==> src/verilog/trap_rec_pkg.sv <==
// Package of constants and types for the trap cause and value recorder
package trap_rec_pkg;
    localparam int XW = 32;
    localparam int AW = 4;
    localparam int CODE_W = 6;

    // Register byte offsets on the bus
    localparam logic [AW-1:0] OFF_CAUSE = 4'h0;
    localparam logic [AW-1:0] OFF_VALUE = 4'h4;
    localparam logic [AW-1:0] OFF_EPC = 4'h8;
    localparam logic [AW-1:0] OFF_CTRL = 4'hc;

    // Reset values
    localparam logic [XW-1:0] CAUSE_RST = 32'h0000_0000;
    localparam logic [XW-1:0] VALUE_RST = 32'h0000_0000;
    localparam logic [XW-1:0] EPC_RST = 32'h0000_0000;
    localparam logic [XW-1:0] UNMAPPED_RDATA = 32'h0000_0000;
    localparam int CTRL_INSN_BIT = 0;
    localparam int CTRL_W = 1;
    localparam logic [CTRL_W-1:0] CTRL_RST = 1'h1;

    // Cause interrupt flag bit position
    localparam int CAUSE_FLAG_BIT = XW - 1;

    // Interrupt codes
    localparam logic [CODE_W-1:0] IRQ_SW_U = 6'h00;
    localparam logic [CODE_W-1:0] IRQ_SW_S = 6'h01;
    localparam logic [CODE_W-1:0] IRQ_SW_M = 6'h03;
    localparam logic [CODE_W-1:0] IRQ_TM_U = 6'h04;
    localparam logic [CODE_W-1:0] IRQ_TM_S = 6'h05;
    localparam logic [CODE_W-1:0] IRQ_TM_M = 6'h07;
    localparam logic [CODE_W-1:0] IRQ_EX_U = 6'h08;
    localparam logic [CODE_W-1:0] IRQ_EX_S = 6'h09;
    localparam logic [CODE_W-1:0] IRQ_EX_M = 6'h0b;
    localparam logic [CODE_W-1:0] IRQ_PLAT_MIN = 6'h10;

    // Exception codes
    localparam logic [CODE_W-1:0] EXC_FETCH_MISAL = 6'h00;
    localparam logic [CODE_W-1:0] EXC_FETCH_ACC = 6'h01;
    localparam logic [CODE_W-1:0] EXC_ILLEGAL = 6'h02;
    localparam logic [CODE_W-1:0] EXC_BREAK = 6'h03;
    localparam logic [CODE_W-1:0] EXC_LOAD_MISAL = 6'h04;
    localparam logic [CODE_W-1:0] EXC_LOAD_ACC = 6'h05;
    localparam logic [CODE_W-1:0] EXC_STORE_MISAL = 6'h06;
    localparam logic [CODE_W-1:0] EXC_STORE_ACC = 6'h07;
    localparam logic [CODE_W-1:0] EXC_ECALL_U = 6'h08;
    localparam logic [CODE_W-1:0] EXC_ECALL_S = 6'h09;
    localparam logic [CODE_W-1:0] EXC_ECALL_M = 6'h0b;
    localparam logic [CODE_W-1:0] EXC_FETCH_PAGE = 6'h0c;
    localparam logic [CODE_W-1:0] EXC_LOAD_PAGE = 6'h0d;
    localparam logic [CODE_W-1:0] EXC_STORE_PAGE = 6'h0f;
    localparam logic [CODE_W-1:0] EXC_CUST_A_LO = 6'h18;
    localparam logic [CODE_W-1:0] EXC_CUST_A_HI = 6'h1f;
    localparam logic [CODE_W-1:0] EXC_CUST_B_LO = 6'h30;
    localparam logic [CODE_W-1:0] EXC_CUST_B_HI = 6'h3f;

    // Exception request vector bit positions, highest priority first
    localparam int NEXC = 15;
    localparam int X_FETCH_BRK = 14;
    localparam int X_FETCH_PAGE = 13;
    localparam int X_FETCH_ACC = 12;
    localparam int X_ILLEGAL = 11;
    localparam int X_FETCH_MISAL = 10;
    localparam int X_ECALL = 9;
    localparam int X_ENV_BRK = 8;
    localparam int X_DATA_BRK = 7;
    localparam int X_STORE_MISAL = 6;
    localparam int X_LOAD_MISAL = 5;
    localparam int X_STORE_PAGE = 4;
    localparam int X_LOAD_PAGE = 3;
    localparam int X_STORE_ACC = 2;
    localparam int X_LOAD_ACC = 1;
    localparam int X_CUSTOM = 0;

    // What the value register receives
    typedef enum logic [2:0] {
        VAL_ZERO = 3'b001,
        VAL_ADDR = 3'b010,
        VAL_INSN = 3'b100
    } val_src_t;

    // Privilege of the ecall origin
    typedef enum logic [1:0] {
        PRIV_U = 2'h0,
        PRIV_S = 2'h1,
        PRIV_M = 2'h3
    } priv_t;
endpackage

==> src/verilog/trap_sel_if.sv <==
// Interface between the recorder and its priority selector
`timescale 1ns/1ns
`default_nettype none
interface trap_sel_if;
    import trap_rec_pkg::*;
    logic [NEXC-1:0] exc_req;
    logic [CODE_W-1:0] cust_code;
    priv_t ecall_priv;
    logic any;
    logic [CODE_W-1:0] code;
    val_src_t src;
    logic data_side;

    modport requester(output exc_req, output cust_code, output ecall_priv,
        input any, input code, input src, input data_side);
    modport selector(input exc_req, input cust_code, input ecall_priv,
        output any, output code, output src, output data_side);
endinterface
`default_nettype wire

==> src/verilog/trap_prio_sel.sv <==
// Priority selector for simultaneous synchronous exceptions
`timescale 1ns/1ns
`default_nettype none
module trap_prio_sel
    import trap_rec_pkg::*;
(
    trap_sel_if.selector sel
);
    function automatic logic [CODE_W-1:0] ecall_code(input priv_t p);
        unique case (p)
            PRIV_U: ecall_code = EXC_ECALL_U;
            PRIV_S: ecall_code = EXC_ECALL_S;
            default: ecall_code = EXC_ECALL_M;
        endcase
    endfunction

    // Custom codes outside the two custom windows are never emitted
    function automatic logic cust_ok(input logic [CODE_W-1:0] c);
        cust_ok = (c >= EXC_CUST_A_LO && c <= EXC_CUST_A_HI) ||
            (c >= EXC_CUST_B_LO && c <= EXC_CUST_B_HI);
    endfunction

    logic [NEXC-1:0] req;
    assign req = {sel.exc_req[NEXC-1:1], sel.exc_req[X_CUSTOM] & cust_ok(sel.cust_code)};
    assign sel.any = |req;

    // ---------------------------------------------------------------
    // Priority chain
    // ---------------------------------------------------------------
    // fixed ordering, breakpoints share code 3
    always_comb begin
        sel.code = EXC_FETCH_MISAL;
        sel.src = VAL_ZERO;
        sel.data_side = 1'b0;
        if (req[X_FETCH_BRK]) begin
            sel.code = EXC_BREAK;
            sel.src = VAL_ADDR;
        end else if (req[X_FETCH_PAGE]) begin
            sel.code = EXC_FETCH_PAGE;
            sel.src = VAL_ADDR;
        end else if (req[X_FETCH_ACC]) begin
            sel.code = EXC_FETCH_ACC;
            sel.src = VAL_ADDR;
        end else if (req[X_ILLEGAL]) begin
            sel.code = EXC_ILLEGAL;
            sel.src = VAL_INSN;
        end else if (req[X_FETCH_MISAL]) begin
            sel.code = EXC_FETCH_MISAL;
            sel.src = VAL_ADDR;
        end else if (req[X_ECALL]) begin
            sel.code = ecall_code(sel.ecall_priv);
        end else if (req[X_ENV_BRK]) begin
            sel.code = EXC_BREAK;
        end else if (req[X_DATA_BRK]) begin
            sel.code = EXC_BREAK;
            sel.src = VAL_ADDR;
            sel.data_side = 1'b1;
        end else if (req[X_STORE_MISAL]) begin
            sel.code = EXC_STORE_MISAL;
            sel.src = VAL_ADDR;
            sel.data_side = 1'b1;
        end else if (req[X_LOAD_MISAL]) begin
            sel.code = EXC_LOAD_MISAL;
            sel.src = VAL_ADDR;
            sel.data_side = 1'b1;
        end else if (req[X_STORE_PAGE]) begin
            sel.code = EXC_STORE_PAGE;
            sel.src = VAL_ADDR;
            sel.data_side = 1'b1;
        end else if (req[X_LOAD_PAGE]) begin
            sel.code = EXC_LOAD_PAGE;
            sel.src = VAL_ADDR;
            sel.data_side = 1'b1;
        end else if (req[X_STORE_ACC]) begin
            sel.code = EXC_STORE_ACC;
            sel.src = VAL_ADDR;
            sel.data_side = 1'b1;
        end else if (req[X_LOAD_ACC]) begin
            sel.code = EXC_LOAD_ACC;
            sel.src = VAL_ADDR;
            sel.data_side = 1'b1;
        end else if (req[X_CUSTOM]) begin
            // custom window codes only, lowest priority here
            sel.code = sel.cust_code;
        end
    end
endmodule
`default_nettype wire

==> src/verilog/trap_cause_value_recorder.sv <==
// Trap cause, trap value and exception pc registers with an Avalon-MM slave
//
// Implementation choices: the Avalon-MM slave port and the address map.
`timescale 1ns/1ns
`default_nettype none
module trap_cause_value_recorder
    import trap_rec_pkg::*;
#(
    parameter int MAX_INSTR_LENGTH = 32
) (
    input wire logic REF_CLK_IN,
    input wire logic RST_IN,
    // Trap report from the pipeline, held high while TRAP_STALL_OUT is raised
    input wire logic TRAP_IN,
    input wire logic TRAP_IRQ_IN,
    input wire logic [CODE_W-1:0] IRQ_CODE_IN,
    input wire logic [NEXC-1:0] EXC_REQ_IN,
    input wire logic [CODE_W-1:0] CUST_CODE_IN,
    input wire logic [1:0] ECALL_PRIV_IN,
    input wire logic [XW-1:0] TRAP_PC_IN,
    input wire logic [XW-1:0] FETCH_ADDR_IN,
    input wire logic [XW-1:0] DATA_ADDR_IN,
    input wire logic [XW-1:0] INSN_BITS_IN,
    input wire logic [7:0] INSN_LEN_IN,
    input wire logic INSN_FULL_IN,
    // Avalon-MM slave
    input wire logic [AW-1:0] AVS_ADDRESS_IN,
    input wire logic AVS_READ_IN,
    input wire logic AVS_WRITE_IN,
    input wire logic [XW-1:0] AVS_WRITEDATA_IN,
    input wire logic [3:0] AVS_BYTEENABLE_IN,
    output logic [XW-1:0] AVS_READDATA_OUT,
    output logic AVS_WAITREQUEST_OUT,
    output logic [XW-1:0] CAUSE_OUT,
    output logic [XW-1:0] VALUE_OUT,
    output logic [XW-1:0] EPC_OUT,
    output logic TRAP_STALL_OUT,
    output logic TRAP_DONE_OUT
);
    // Instruction capture width is the smaller of register width and max length
    localparam int CAP_W = (XW < MAX_INSTR_LENGTH) ? XW : MAX_INSTR_LENGTH;

    trap_sel_if sel ();

    logic [XW-1:0] cause_r;
    logic [XW-1:0] value_r;
    logic [XW-1:0] epc_r;
    logic [CTRL_W-1:0] ctrl_r;
    logic [XW-1:0] rdata_r;
    logic ack_r;
    logic done_r;

    // ---------------------------------------------------------------
    // Helpers
    // ---------------------------------------------------------------
    function automatic logic [XW-1:0] merge_be(input logic [XW-1:0] old, input logic [XW-1:0] wd,
        input logic [3:0] be);
        logic [XW-1:0] r;
        r = old;
        for (int i = 0; i < 4; i++) begin
            if (be[i]) begin
                r[i*8 +: 8] = wd[i*8 +: 8];
            end
        end
        merge_be = r;
    endfunction

    // Interrupt codes the block supports; reserved ones written by software are not retained
    function automatic logic irq_ok(input logic [CODE_W-1:0] c);
        irq_ok = (c == IRQ_SW_U) || (c == IRQ_SW_S) || (c == IRQ_SW_M) ||
            (c == IRQ_TM_U) || (c == IRQ_TM_S) || (c == IRQ_TM_M) ||
            (c == IRQ_EX_U) || (c == IRQ_EX_S) || (c == IRQ_EX_M) ||
            (c >= IRQ_PLAT_MIN);
    endfunction

    function automatic logic exc_ok(input logic [CODE_W-1:0] c);
        exc_ok = (c <= EXC_ECALL_S) || (c == EXC_ECALL_M) || (c == EXC_FETCH_PAGE) ||
            (c == EXC_LOAD_PAGE) || (c == EXC_STORE_PAGE) ||
            (c >= EXC_CUST_A_LO && c <= EXC_CUST_A_HI) || (c >= EXC_CUST_B_LO);
    endfunction

    // Right-aligned instruction bits, trimmed to the shorter of length and capture width
    function automatic logic [XW-1:0] insn_trim(input logic [XW-1:0] bits, input logic [7:0] len);
        logic [XW-1:0] m;
        m = '0;
        for (int i = 0; i < XW; i++) begin
            if (i < CAP_W && i < int'(len)) begin
                m[i] = 1'b1;
            end
        end
        insn_trim = bits & m;
    endfunction

    // ---------------------------------------------------------------
    // Exception priority
    // ---------------------------------------------------------------
    assign sel.exc_req = EXC_REQ_IN;
    assign sel.cust_code = CUST_CODE_IN;
    assign sel.ecall_priv = priv_t'(ECALL_PRIV_IN);

    trap_prio_sel u_sel (
        .sel(sel)
    );

    // ---------------------------------------------------------------
    // Trap capture
    // ---------------------------------------------------------------
    logic trap_ok;
    logic [XW-1:0] cause_nxt;
    logic [XW-1:0] value_nxt;

    // with instruction capture on, an illegal trap waits until the instruction bits are complete
    assign TRAP_STALL_OUT = TRAP_IN && !TRAP_IRQ_IN && sel.any && sel.src == VAL_INSN &&
        ctrl_r[CTRL_INSN_BIT] && !INSN_FULL_IN;
    assign trap_ok = TRAP_IN && !TRAP_STALL_OUT && (TRAP_IRQ_IN || sel.any);

    always_comb begin
        cause_nxt = '0;
        value_nxt = '0;
        if (TRAP_IRQ_IN) begin
            // flag in the top bit, interrupt code below
            cause_nxt[CAUSE_FLAG_BIT] = 1'b1;
            cause_nxt[CODE_W-1:0] = IRQ_CODE_IN;
        end else begin
            cause_nxt[CODE_W-1:0] = sel.code;
            unique case (sel.src)
                // pipeline supplies the virtual portion address
                VAL_ADDR: value_nxt = sel.data_side ? DATA_ADDR_IN : FETCH_ADDR_IN;
                // trimmed bits or zero when capture is off
                VAL_INSN: value_nxt = ctrl_r[CTRL_INSN_BIT] ? insn_trim(INSN_BITS_IN, INSN_LEN_IN) : '0;
                VAL_ZERO: value_nxt = '0;
            endcase
        end
    end

    logic wr_cause;
    logic wr_value;
    logic wr_epc;
    logic wr_ctrl;
    logic [XW-1:0] cause_wd;
    assign wr_cause = ack_r && AVS_WRITE_IN && AVS_ADDRESS_IN == OFF_CAUSE;
    assign wr_value = ack_r && AVS_WRITE_IN && AVS_ADDRESS_IN == OFF_VALUE;
    assign wr_epc = ack_r && AVS_WRITE_IN && AVS_ADDRESS_IN == OFF_EPC;
    assign wr_ctrl = ack_r && AVS_WRITE_IN && AVS_ADDRESS_IN == OFF_CTRL;
    assign cause_wd = merge_be(cause_r, AVS_WRITEDATA_IN, AVS_BYTEENABLE_IN);

    // trap beats software; unsupported codes written by software are not kept
    always_ff @(posedge REF_CLK_IN) begin
        if (RST_IN) begin
            cause_r <= CAUSE_RST;
        end else if (trap_ok) begin
            cause_r <= cause_nxt;
        end else if (wr_cause) begin
            if (cause_wd[CAUSE_FLAG_BIT] ? irq_ok(cause_wd[CODE_W-1:0]) : exc_ok(cause_wd[CODE_W-1:0])) begin
                cause_r <= {cause_wd[CAUSE_FLAG_BIT], {(XW-1-CODE_W){1'b0}}, cause_wd[CODE_W-1:0]};
            end
        end
    end

    // value register holds any address, written by traps or software
    always_ff @(posedge REF_CLK_IN) begin
        if (RST_IN) begin
            value_r <= VALUE_RST;
        end else if (trap_ok) begin
            value_r <= value_nxt;
        end else if (wr_value) begin
            value_r <= merge_be(value_r, AVS_WRITEDATA_IN, AVS_BYTEENABLE_IN);
        end
    end

    // start address of the trapping instruction, low bit always zero
    always_ff @(posedge REF_CLK_IN) begin
        if (RST_IN) begin
            epc_r <= EPC_RST;
        end else if (trap_ok) begin
            epc_r <= {TRAP_PC_IN[XW-1:1], 1'b0};
        end else if (wr_epc) begin
            epc_r <= merge_be(epc_r, AVS_WRITEDATA_IN, AVS_BYTEENABLE_IN) & ~32'h0000_0001;
        end
    end

    always_ff @(posedge REF_CLK_IN) begin
        if (RST_IN) begin
            ctrl_r <= CTRL_RST;
        end else if (wr_ctrl && AVS_BYTEENABLE_IN[0]) begin
            ctrl_r <= AVS_WRITEDATA_IN[CTRL_W-1:0];
        end
    end

    always_ff @(posedge REF_CLK_IN) begin
        if (RST_IN) begin
            done_r <= 1'b0;
        end else begin
            done_r <= trap_ok;
        end
    end

    // ---------------------------------------------------------------
    // Avalon slave: one wait cycle per access keeps decode registered
    // ---------------------------------------------------------------
    always_ff @(posedge REF_CLK_IN) begin
        if (RST_IN) begin
            ack_r <= 1'b0;
        end else begin
            ack_r <= (AVS_READ_IN || AVS_WRITE_IN) && !ack_r;
        end
    end

    // Read data is taken at the first edge; a trap in the wait cycle shows on the next read
    always_ff @(posedge REF_CLK_IN) begin
        if (RST_IN) begin
            rdata_r <= '0;
        end else if (AVS_READ_IN && !ack_r) begin
            unique case (AVS_ADDRESS_IN)
                OFF_CAUSE: rdata_r <= cause_r;
                OFF_VALUE: rdata_r <= value_r;
                OFF_EPC: rdata_r <= epc_r;
                OFF_CTRL: rdata_r <= {{(XW-CTRL_W){1'b0}}, ctrl_r};
                default: rdata_r <= UNMAPPED_RDATA;
            endcase
        end
    end

    assign AVS_WAITREQUEST_OUT = (AVS_READ_IN || AVS_WRITE_IN) && !ack_r;
    assign AVS_READDATA_OUT = rdata_r;
    assign CAUSE_OUT = cause_r;
    assign VALUE_OUT = value_r;
    assign EPC_OUT = epc_r;
    assign TRAP_DONE_OUT = done_r;
endmodule
`default_nettype wire

==> config.mk <==
export PLATFORM = sky130hd
export DESIGN_NAME = trap_cause_value_recorder
export DESIGN_NICKNAME = d
export VERILOG_FILES = /design/src/verilog/trap_rec_pkg.sv /design/src/verilog/trap_sel_if.sv /design/src/verilog/trap_prio_sel.sv /design/src/verilog/trap_cause_value_recorder.sv
export SDC_FILE = /design/constraint.sdc
export NUM_CORES = 1
export LEC_CHECK = 0
export ABC_CLOCK_PERIOD_IN_PS = 3500
export BUFFER_PORTS_ARGS = -buffer_cell sky130_fd_sc_hd__clkbuf_2
export CORE_AREA = 2 2 132 134
export DETAILED_ROUTE_END_ITERATION = 10
export DIE_AREA = 0 0 134 136
export GPL_ROUTABILITY_DRIVEN = 0
export GPL_TIMING_DRIVEN = 1
export PLACE_DENSITY = 0.78
export SETUP_SLACK_MARGIN = 0.15
export SLEW_MARGIN = 40
export SYNTH_ARGS = -nofsm -noshare
export SYNTH_HDL_FRONTEND = slang
export SYNTH_SLANG_ARGS = --single-unit
==> constraint.sdc <==
create_clock -name REF_CLK_IN -period 3.5 [get_ports REF_CLK_IN]
set_clock_uncertainty 0.15 [all_clocks]
set_input_delay 0.7 -clock REF_CLK_IN [delete_from_list [all_inputs] [get_ports REF_CLK_IN]]
set_output_delay 0.7 -clock REF_CLK_IN [all_outputs]
set_load 0.01 [all_outputs]
==> flow_summary.json, run 1 <==
{
  "clk_latency_ps": 360,
  "wl_per_cell_um": 18.9,
  "syn2layout_area_growth_pct": 31.3,
  "reg2reg_setup_slack_ps": 1290,
  "synth_area_leaders": "dfxtp_1 (33%), mux2i_1 (7.3%), nor2_1 (6.8%)",
  "multi_input_area_um2": 3940,
  "dr.pass1.iters": 6,
  "io_pins": 343,
  "design.core.area_um2": 16900,
  "status": "complete, no violations",
  "syn_area_per_cell_um2": 7.82,
  "route.detailed.drc": 0,
  "cts_buffers": 9,
  "n_antenna_cell": 0,
  "drt_iter0_markers": 745,
  "seqCellArea_um2": 2100,
  "placed_area_um2": 8120,
  "cts.htree.levels": 3,
  "reg2reg_to": "VALUE_OUT[29]",
  "synth_cell_types": 59,
  "placed_cells": 1321,
  "clock_path_buffers": 2,
  "endpoint": "TRAP_STALL_OUT",
  "fillers": 1640,
  "die-area_um2": 18200,
  "power_mw": 3.15,
  "io_buffers": 315,
  "syn_inst": 823,
  "grt_pass1_wl_um": 38500,
  "grt_pass1_vias": 7122,
  "tns_ps": 0,
  "finalCritPeriodShare_pct": 82.0,
  "cts_tree": "yes",
  "vias_per_cell": 5.78,
  "worstRegToRegCells": 5,
  "synth_top_area_share_pct": 32.7,
  "cp-startpoint": "EXC_REQ_IN[14]",
  "drive_gt1_share_pct": 33.8,
  "antenna_found_initial": 0,
  "holdWs_ps": 348,
  "holdBufCountCts": 0,
  "initial_core_util_pct": 38.1,
  "yosysMostFrequentCell": "nor2_1",
  "cts.clk_slew.worst_paths_ps": 80,
  "grt_overflow_total": 0,
  "row_count": 48,
  "endpoint_kind": "output port",
  "cp.arrival_ps": 2020,
  "postCtsResizedCells": 0,
  "yosysSeqAreaShare_pct": 32.7,
  "postCtsSetupRepairBufs": 0,
  "cp_max_fo": 7,
  "ys_seq_elements": 105,
  "layout.nets": 1319,
  "synthTopCellsByCount": "nor2_1 (117), dfxtp_1 (105), nand2_1 (81)",
  "yosys.area.top_type": "dfxtp_1",
  "die_w_um": 134,
  "antenna_left": 0,
  "r2r_start": "ctrl_r",
  "layout_min_cycle_time_ps": 2870,
  "wirelength_um": 25300,
  "grt_usage_pct": 26.9,
  "ir_worst_vdd_v": 0.000287,
  "finalSetupViolCount": 0,
  "synth_enable_flop_cells": 0,
  "final_util_pct": 50.1,
  "tightest_slew_ps": 814,
  "worst_hold_path_type": "reg2reg",
  "dp_hpwl_um": 19600,
  "cts.sinks": 105,
  "cap_violations": 0,
  "dp_slack_ps": 437,
  "slew_viol_final": 0,
  "final_cells": 1337,
  "yosysWarnings": 0,
  "final_area_um2": 8450,
  "power_density_nw_per_um2": 373,
  "timing.slew.headroom_pct": 45.7,
  "timing.final.ws_setup_ps": 628,
  "ys.flop_type": "dfxtp_1",
  "start_kind": "primary input",
  "rsz0062_at_grt": "false",
  "clock.fmax_ghz": 0.348,
  "worstSetupPathType": "in2out",
  "clockRootBuffer": "clkbuf_16",
  "power.leakage_nw": 3.67,
  "vias": 7724,
  "netlist_area_um2": 6430,
  "grt_max_degree": 73,
  "required_ps": 2650,
  "dieHeight_um": 136,
  "async_flop_share_pct": 0,
  "hold_viol": 0
}
## report_power, final
part	internal, mW	switching [mW]	total, mW
registers	1.28	0.0707	1.35
clock network	0.638	0.473	1.11
logic	0.284	0.407	0.691
total	2.20	0.951	3.15
## per-layer routing
layer / global-route usage, % / part of all wire (%) / vias to the layer above
met5: 0 / 0 / -
met1: 33.4 / 39 / 3582
met2: 45.8 / 48 / 464
met3: 5.22 / 8.9 / 58
li1: - / - / 3620
met4: 11.1 / 3.6 / 0
## state kept, by name, indices dropped and copies added, names as in the netlist
| register | flops |
|---|---|
| ack_r | 1 |
| AVS_READDATA_OUT | 32 |
| EPC_OUT | 31 |
| VALUE_OUT | 32 |
| ctrl_r | 1 |
| TRAP_DONE_OUT | 1 |
| CAUSE_OUT | 7 |
## worst min-delay path by stage
| stage | start | end | slack (ps) | depth (start not counted) |
|---|---|---|---|---|
| 6_report | AVS_READDATA_OUT[16] | AVS_READDATA_OUT[16] | 350 | 2 |
| 5_1_grt | AVS_READDATA_OUT[10] | AVS_READDATA_OUT[10] | 370 | 2 |
| 4_1_cts | AVS_READDATA_OUT[16] | AVS_READDATA_OUT[16] | 350 | 2 |
| 3_5_place_dp | AVS_READDATA_OUT[16] | AVS_READDATA_OUT[16] | 340 | 2 |
| 3_3_place_gp | AVS_READDATA_OUT[27] | AVS_READDATA_OUT[27] | 330 | 2 |
| 2_1_floorplan | AVS_READDATA_OUT[10] | AVS_READDATA_OUT[10] | 370 | 2 |
## layout make-up
type                            instances  area share, %
Multi-Input combinational cell        646           46.7
Sequential cell                       105           24.9
Timing Repair Buffer                  340           21.1
Tap cell                              225           3.33
Clock buffer                           10           2.71
Clock inverter                          6           1.13
Inverter                                5          0.222
## critical path, stage by stage
cell and delay (ps):
clkbuf_2 140, nor3_1 420, nand3_2 200, buf_4 200, nor3b_1 180, clkbuf_2 170
## logic make-up (layout without fill, tap and decap cells)
kind of cell / after synthesis / in the layout / share of synthesized area [%]
compound gates: 253 / 253 / 29.1
buf+inv: 97 / 361 / 8.19
flops: 105 / 105 / 32.7
mux: 49 / 49 / 7.66
other cells: 1 / 26 / 0.0583
simple gates: 318 / 318 / 22.3
## layout by cell type (no fill, tap or decap), types with 5 or more instances in the layout
| cell | netlist | routed |
|---|---|---|
| mux2i_1 | 47 | 47 |
| o221ai_1 | 11 | 10 |
| nor2_1 | 117 | 116 |
| a21o_1 | 18 | 18 |
| dfxtp_1 | 105 | 105 |
| buf_4 | 31 | 25 |
| inv_1 | 5 | 5 |
| a311oi_1 | 30 | 30 |
| o21ai_0 | 37 | 37 |
| clkbuf_16 | 0 | 9 |
| a21oi_1 | 31 | 31 |
| conb_1 | 1 | 26 |
| nor3_1 | 34 | 34 |
| nand2_1 | 81 | 81 |
| a311o_1 | 13 | 13 |
| a31oi_1 | 11 | 11 |
| a221oi_1 | 26 | 26 |
| clkbuf_2 | 0 | 314 |
| o31ai_1 | 5 | 5 |
| nand3_1 | 51 | 51 |
| a22oi_1 | 7 | 7 |
| a211oi_1 | 33 | 33 |
Note: power is estimated with default switching activity, not from simulation.
==> run 2, diff against run 1 <==
ABC_CLOCK_PERIOD_IN_PS = 2300   (was 3500)
CORE_AREA = 2 2 133 135   (was 2 2 132 134)
DIE_AREA = 0 0 135 137   (was 0 0 134 136)
PLACE_DENSITY = 0.8   (was 0.78)
clock period = 2.3 ns   (was 3.5 ns; I/O delays follow)
==> run 2 against run 1 <==
Cell area increased by 15%. Largest cell class unchanged. Power increased by 58%. Count of clock-buffer cells in the layout unchanged. First-iteration DRC count decreased by 18%.
==> flow_summary.json, run 2 (same netlist as run 1, synthesis figures left out) <==
{
  "status": "complete, no violations",
  "slew_viol_final": 0,
  "dr.pass1.iters": 7,
  "io_buffers": 315,
  "io_pins": 343,
  "dieHeight_um": 137,
  "cp.arrival_ps": 2300,
  "final_util_pct": 56.9,
  "cp_max_fo": 7,
  "final_cell_mix": "clkbuf_2 (307), nor2_1 (113), dfxtp_1 (105)",
  "design.core.area_um2": 17100,
  "ir_worst_vdd_v": 0.000390,
  "row_count": 48,
  "timing.final.ws_setup_ps": 110,
  "clock.fmax_ghz": 0.457,
  "tightest_slew_ps": 784,
  "finalSetupViolCount": 0,
  "cp-startpoint": "EXC_REQ_IN[9]",
  "finalCritPeriodShare_pct": 95.2,
  "drt_iter0_markers": 608,
  "endpoint_kind": "flip-flop",
  "hold_viol": 0,
  "cts.clk_slew.worst_paths_ps": 80,
  "worst_hold_path_type": "in2reg",
  "clockRootBuffer": "clkbuf_16",
  "clock_path_buffers": 2,
  "power.leakage_nw": 4.25,
  "worstSetupPathType": "in2reg",
  "min_from": "TRAP_PC_IN[15]",
  "layout.nets": 1401,
  "wl_per_cell_um": 20.1,
  "n_antenna_cell": 0,
  "vias_per_cell": 5.86,
  "grt_max_degree": 48,
  "r2r_start": "ctrl_r",
  "route.detailed.drc": 0,
  "wirelength_um": 28500,
  "grt_usage_pct": 27.9,
  "die_w_um": 135,
  "grt_pass1_vias": 7529,
  "die-area_um2": 18500,
  "antenna_left": 0,
  "cts.sinks": 105,
  "layout_min_cycle_time_ps": 2190,
  "cap_violations": 0,
  "power_density_nw_per_um2": 514,
  "cts_tree": "yes",
  "cts.htree.levels": 3,
  "grt_pass1_wl_um": 40300,
  "timing.slew.headroom_pct": 47.3,
  "dp_slack_ps": -271,
  "clk_latency_ps": 350,
  "initial_core_util_pct": 37.7,
  "final_common_cell": "clkbuf_2",
  "syn2layout_area_growth_pct": 50.9,
  "grt_overflow_total": 0,
  "start_kind": "primary input",
  "dp_hpwl_um": 21000,
  "cts_buffers": 9,
  "drive_gt1_share_pct": 42.3,
  "required_ps": 2410,
  "antenna_found_initial": 0,
  "vias": 8320,
  "rsz0062_at_grt": "true"
}
-- run 2: critical path, stage by stage --
cell and delay [ps]:
clkbuf_2 100, or3_1 430, or2_2 350, o21ai_4 240, clkbuf_16 230, clkbuf_16 170
nand2_1 70, a311oi_2 250
-- run 2: area by class of cell --
cell class	count	area, um2
multi-input cells	646	4230
flip-flops and latches	105	2100
well taps	225	282
fillers	1549	7350
repair buffers	422	2750
inverters	5	18.8
clock buffers	10	239
clock inverters	6	81.3
-- run 2: metal layers --
| metal | share of wire [%] | GRT usage [%] |
|---|---|---|
| met5 | 0 | 0 |
| met4 | 3.4 | 7.93 |
| met3 | 9.4 | 4.78 |
| met2 | 48 | 48.9 |
| met1 | 39 | 35.1 |
-- run 2: worst paths after layout --
path | to | slack [ps] | depth (start not counted)
setup reg to reg | VALUE_OUT[29] | 160 | 7
hold / removal | EPC_OUT[15] | 210 | 3
setup / recovery | VALUE_OUT[29] | 110 | 8
hold reg to reg | AVS_READDATA_OUT[8] | 350 | 2
-- run 2: power breakdown --
part	internal [mW]	switching (mW)
clock	0.900	0.749
sequential	1.94	0.110
combinational	0.578	0.709
-- run 2: metrics by stage --
stage | cells | hold WS (ps) | TNS, ps | power, mW | cell area, um2
after floorplan | 848 | 368 | 0 | 2.66 | 6560
after global routing | 1419 | 223 | 0 | 5.19 | 9710
final | 1419 | 212 | 0 | 4.99 | 9710
after global placement | 1382 | 335 | -9740 | 3.19 | 8680
after CTS | 1400 | 205 | 0 | 4.86 | 9070
after detailed placement | 1382 | 342 | -11700 | 3.22 | 8680
-- run 2: repair_timing --
item                                    CTS  global route
cloned                                    1            13
hold buffers                              0             0
buffers inserted                          1             6
gates resized for setup                   9            89
pin swaps                                 1            31
endpoints found under the setup margin   21            57
==> run 3, diff against run 2 <==
==> constraint.sdc (replaced) <==
create_clock -name REF_CLK_IN -period 2.3 [get_ports REF_CLK_IN]
set_clock_uncertainty 0.15 [all_clocks]
set_input_delay 0.23 -clock REF_CLK_IN [delete_from_list [all_inputs] [get_ports REF_CLK_IN]]
set_output_delay 0.23 -clock REF_CLK_IN [all_outputs]
set_load 0.01 [all_outputs]
==> run 3 against run 2 <==
Count of clock-buffer cells in the layout unchanged. Die area unchanged. Global-route usage is 0.21 points higher. Cell area is 5.3% lower. Worst setup slack improved by 97 ps. Combinational power shrank 8%. Hold slack lost 200 ps. Critical path type unchanged.
==> flow_summary.json, run 3 (same netlist as run 1, synthesis figures left out) <==
{
  "dp_hpwl_um": 20400,
  "power_density_nw_per_um2": 532,
  "start_kind": "primary input",
  "wirelength_um": 27000,
  "wl_per_cell_um": 19.1,
  "timing.final.ws_setup_ps": 207,
  "grt_usage_pct": 28.1,
  "finalSetupViolCount": 0,
  "row_count": 48,
  "crit_family": "buffers and inverters",
  "cts.clk_slew.worst_paths_ps": 70,
  "syn2layout_area_growth_pct": 42.8,
  "cts_buffers": 9,
  "vias": 8102,
  "vias_per_cell": 5.75,
  "io_pins": 343,
  "layout.nets": 1391,
  "drive_gt1_share_pct": 35.2,
  "dp_slack_ps": -207,
  "hold_viol": 0,
  "power_frac_seq_pct": 41.9,
  "cts.sinks": 105,
  "die-area_um2": 18500,
  "required_ps": 2370,
  "timing.slew.headroom_pct": 48.2,
  "endpoint_kind": "flip-flop",
  "cp_max_fo": 7,
  "grt_max_degree": 59,
  "worst_hold_path_type": "in2reg",
  "ir_worst_vdd_v": 0.000575,
  "p_sw_mw": 1.48,
  "placed_cells": 1353,
  "final_common_cell": "clkbuf_2",
  "rsz0062_at_grt": "false",
  "antenna_left": 0,
  "worstSetupPathType": "in2reg",
  "tightest_slew_ps": 771,
  "io_buffers": 315,
  "cts.htree.levels": 3,
  "design.core.area_um2": 17100,
  "antenna_found_initial": 0,
  "n_antenna_cell": 0,
  "clock_path_buffers": 2,
  "layout_min_cycle_time_ps": 2090,
  "path_buf_inv": 2,
  "clockRootBuffer": "clkbuf_16",
  "slew_viol_final": 0,
  "die_w_um": 135,
  "power.leakage_nw": 4.02,
  "final_cell_mix": "clkbuf_2 (314), nor2_1 (116), dfxtp_1 (105)",
  "cp.arrival_ps": 2160,
  "clk_latency_ps": 360,
  "grt_overflow_total": 0,
  "dieHeight_um": 137,
  "finalCritPeriodShare_pct": 91.0,
  "route.detailed.drc": 0,
  "worst_path_max_delay_cell": "dlygate4sd3_1",
  "clock.fmax_ghz": 0.478,
  "fillers": 1592,
  "clockPowerShare_pct": 33.8,
  "crit_path_cell_trace": "dlygate4sd3_1 > clkbuf_2 > mux2_2 > nor4b_4 > a41oi_2 > nand2_2 > mux2i_1 > o31ai_1",
  "final_cells": 1408,
  "slowest_delay_ps": 540,
  "cts_tree": "yes",
  "drt_iter0_markers": 712,
  "dr.pass1.iters": 5,
  "status": "complete, no violations",
  "cap_violations": 0,
  "switching_share_pct": 30.2,
  "initial_core_util_pct": 37.7,
  "grt_pass1_vias": 7502,
  "p_int_mw": 3.41,
  "p_comb_share_pct": 24.3,
  "final_util_pct": 53.9,
  "grt_pass1_wl_um": 40100
}
## run 3: area by class of cell
class                   count  area, um2  share of cell area (%)
clock buffers              10        229                    2.49
clock inverters             5       81.3                   0.885
inverters                   5       18.8                   0.204
multi-input cells         646       3990                    43.4
flip-flops and latches    105       2100                    22.9
well taps                 225        282                    3.06
repair buffers            412       2490                    27.1
## run 3: final timing paths
kind	to	from	slack [ps]	cells after the start
max	CAUSE_OUT[31]	AVS_WRITEDATA_IN[31]	210	8
min	VALUE_OUT[6]	AVS_WRITEDATA_IN[6]	7	3
max reg2reg	EPC_OUT[9]	ctrl_r	290	7
min reg2reg	AVS_READDATA_OUT[25]	AVS_READDATA_OUT[25]	350	2
## run 3: routing by layer
layer	vias to the layer above	wire length, um	track usage [%]
met5	-	0	0
met4	0	1170	13.0
met3	88	2510	6.26
met2	517	13100	48.0
met1	3724	10200	33.6
li1	3773	-	-
## run 3: timing repair
item / CTS / global route
cloned: 0 / 0
gates resized for setup: 1 / 11
buffers inserted: 0 / 1
pin swaps: 0 / 1
setup endpoints to repair: 1 / 14
hold endpoints to repair: 39 / 0
hold buffers: 39 / 0
## run 3: power by group through the flow
| stage | registers [mW] | clock network [mW] | logic (mW) |
|---|---|---|---|
| CTS | 2.05 | 1.67 | 1.16 |
| detailed placement | 2.09 | 0 | 1.10 |
| global placement | 2.09 | 0 | 1.08 |
| finish | 2.05 | 1.65 | 1.19 |
| floorplan | 2.12 | 0 | 0.536 |
| global route | 2.06 | 1.75 | 1.28 |
## run 3: through the flow
stage / instance area (um2) / total power, mW / setup TNS, ps / hold WS [ps]
5_1_grt: 9190 / 5.09 / 0 / 2.53
6_report: 9190 / 4.89 / 0 / 7.37
2_1_floorplan: 6530 / 2.65 / 0 / 221
3_3_place_gp: 8430 / 3.17 / -264 / 335
3_5_place_dp: 8430 / 3.18 / -2020 / 339
4_1_cts: 9140 / 4.88 / 0 / 1.07
## run 3: tightest hold or removal path, stage by stage
cell      delay [ps]
clkbuf_2         100
nand2_1           60
a311oi_1          70
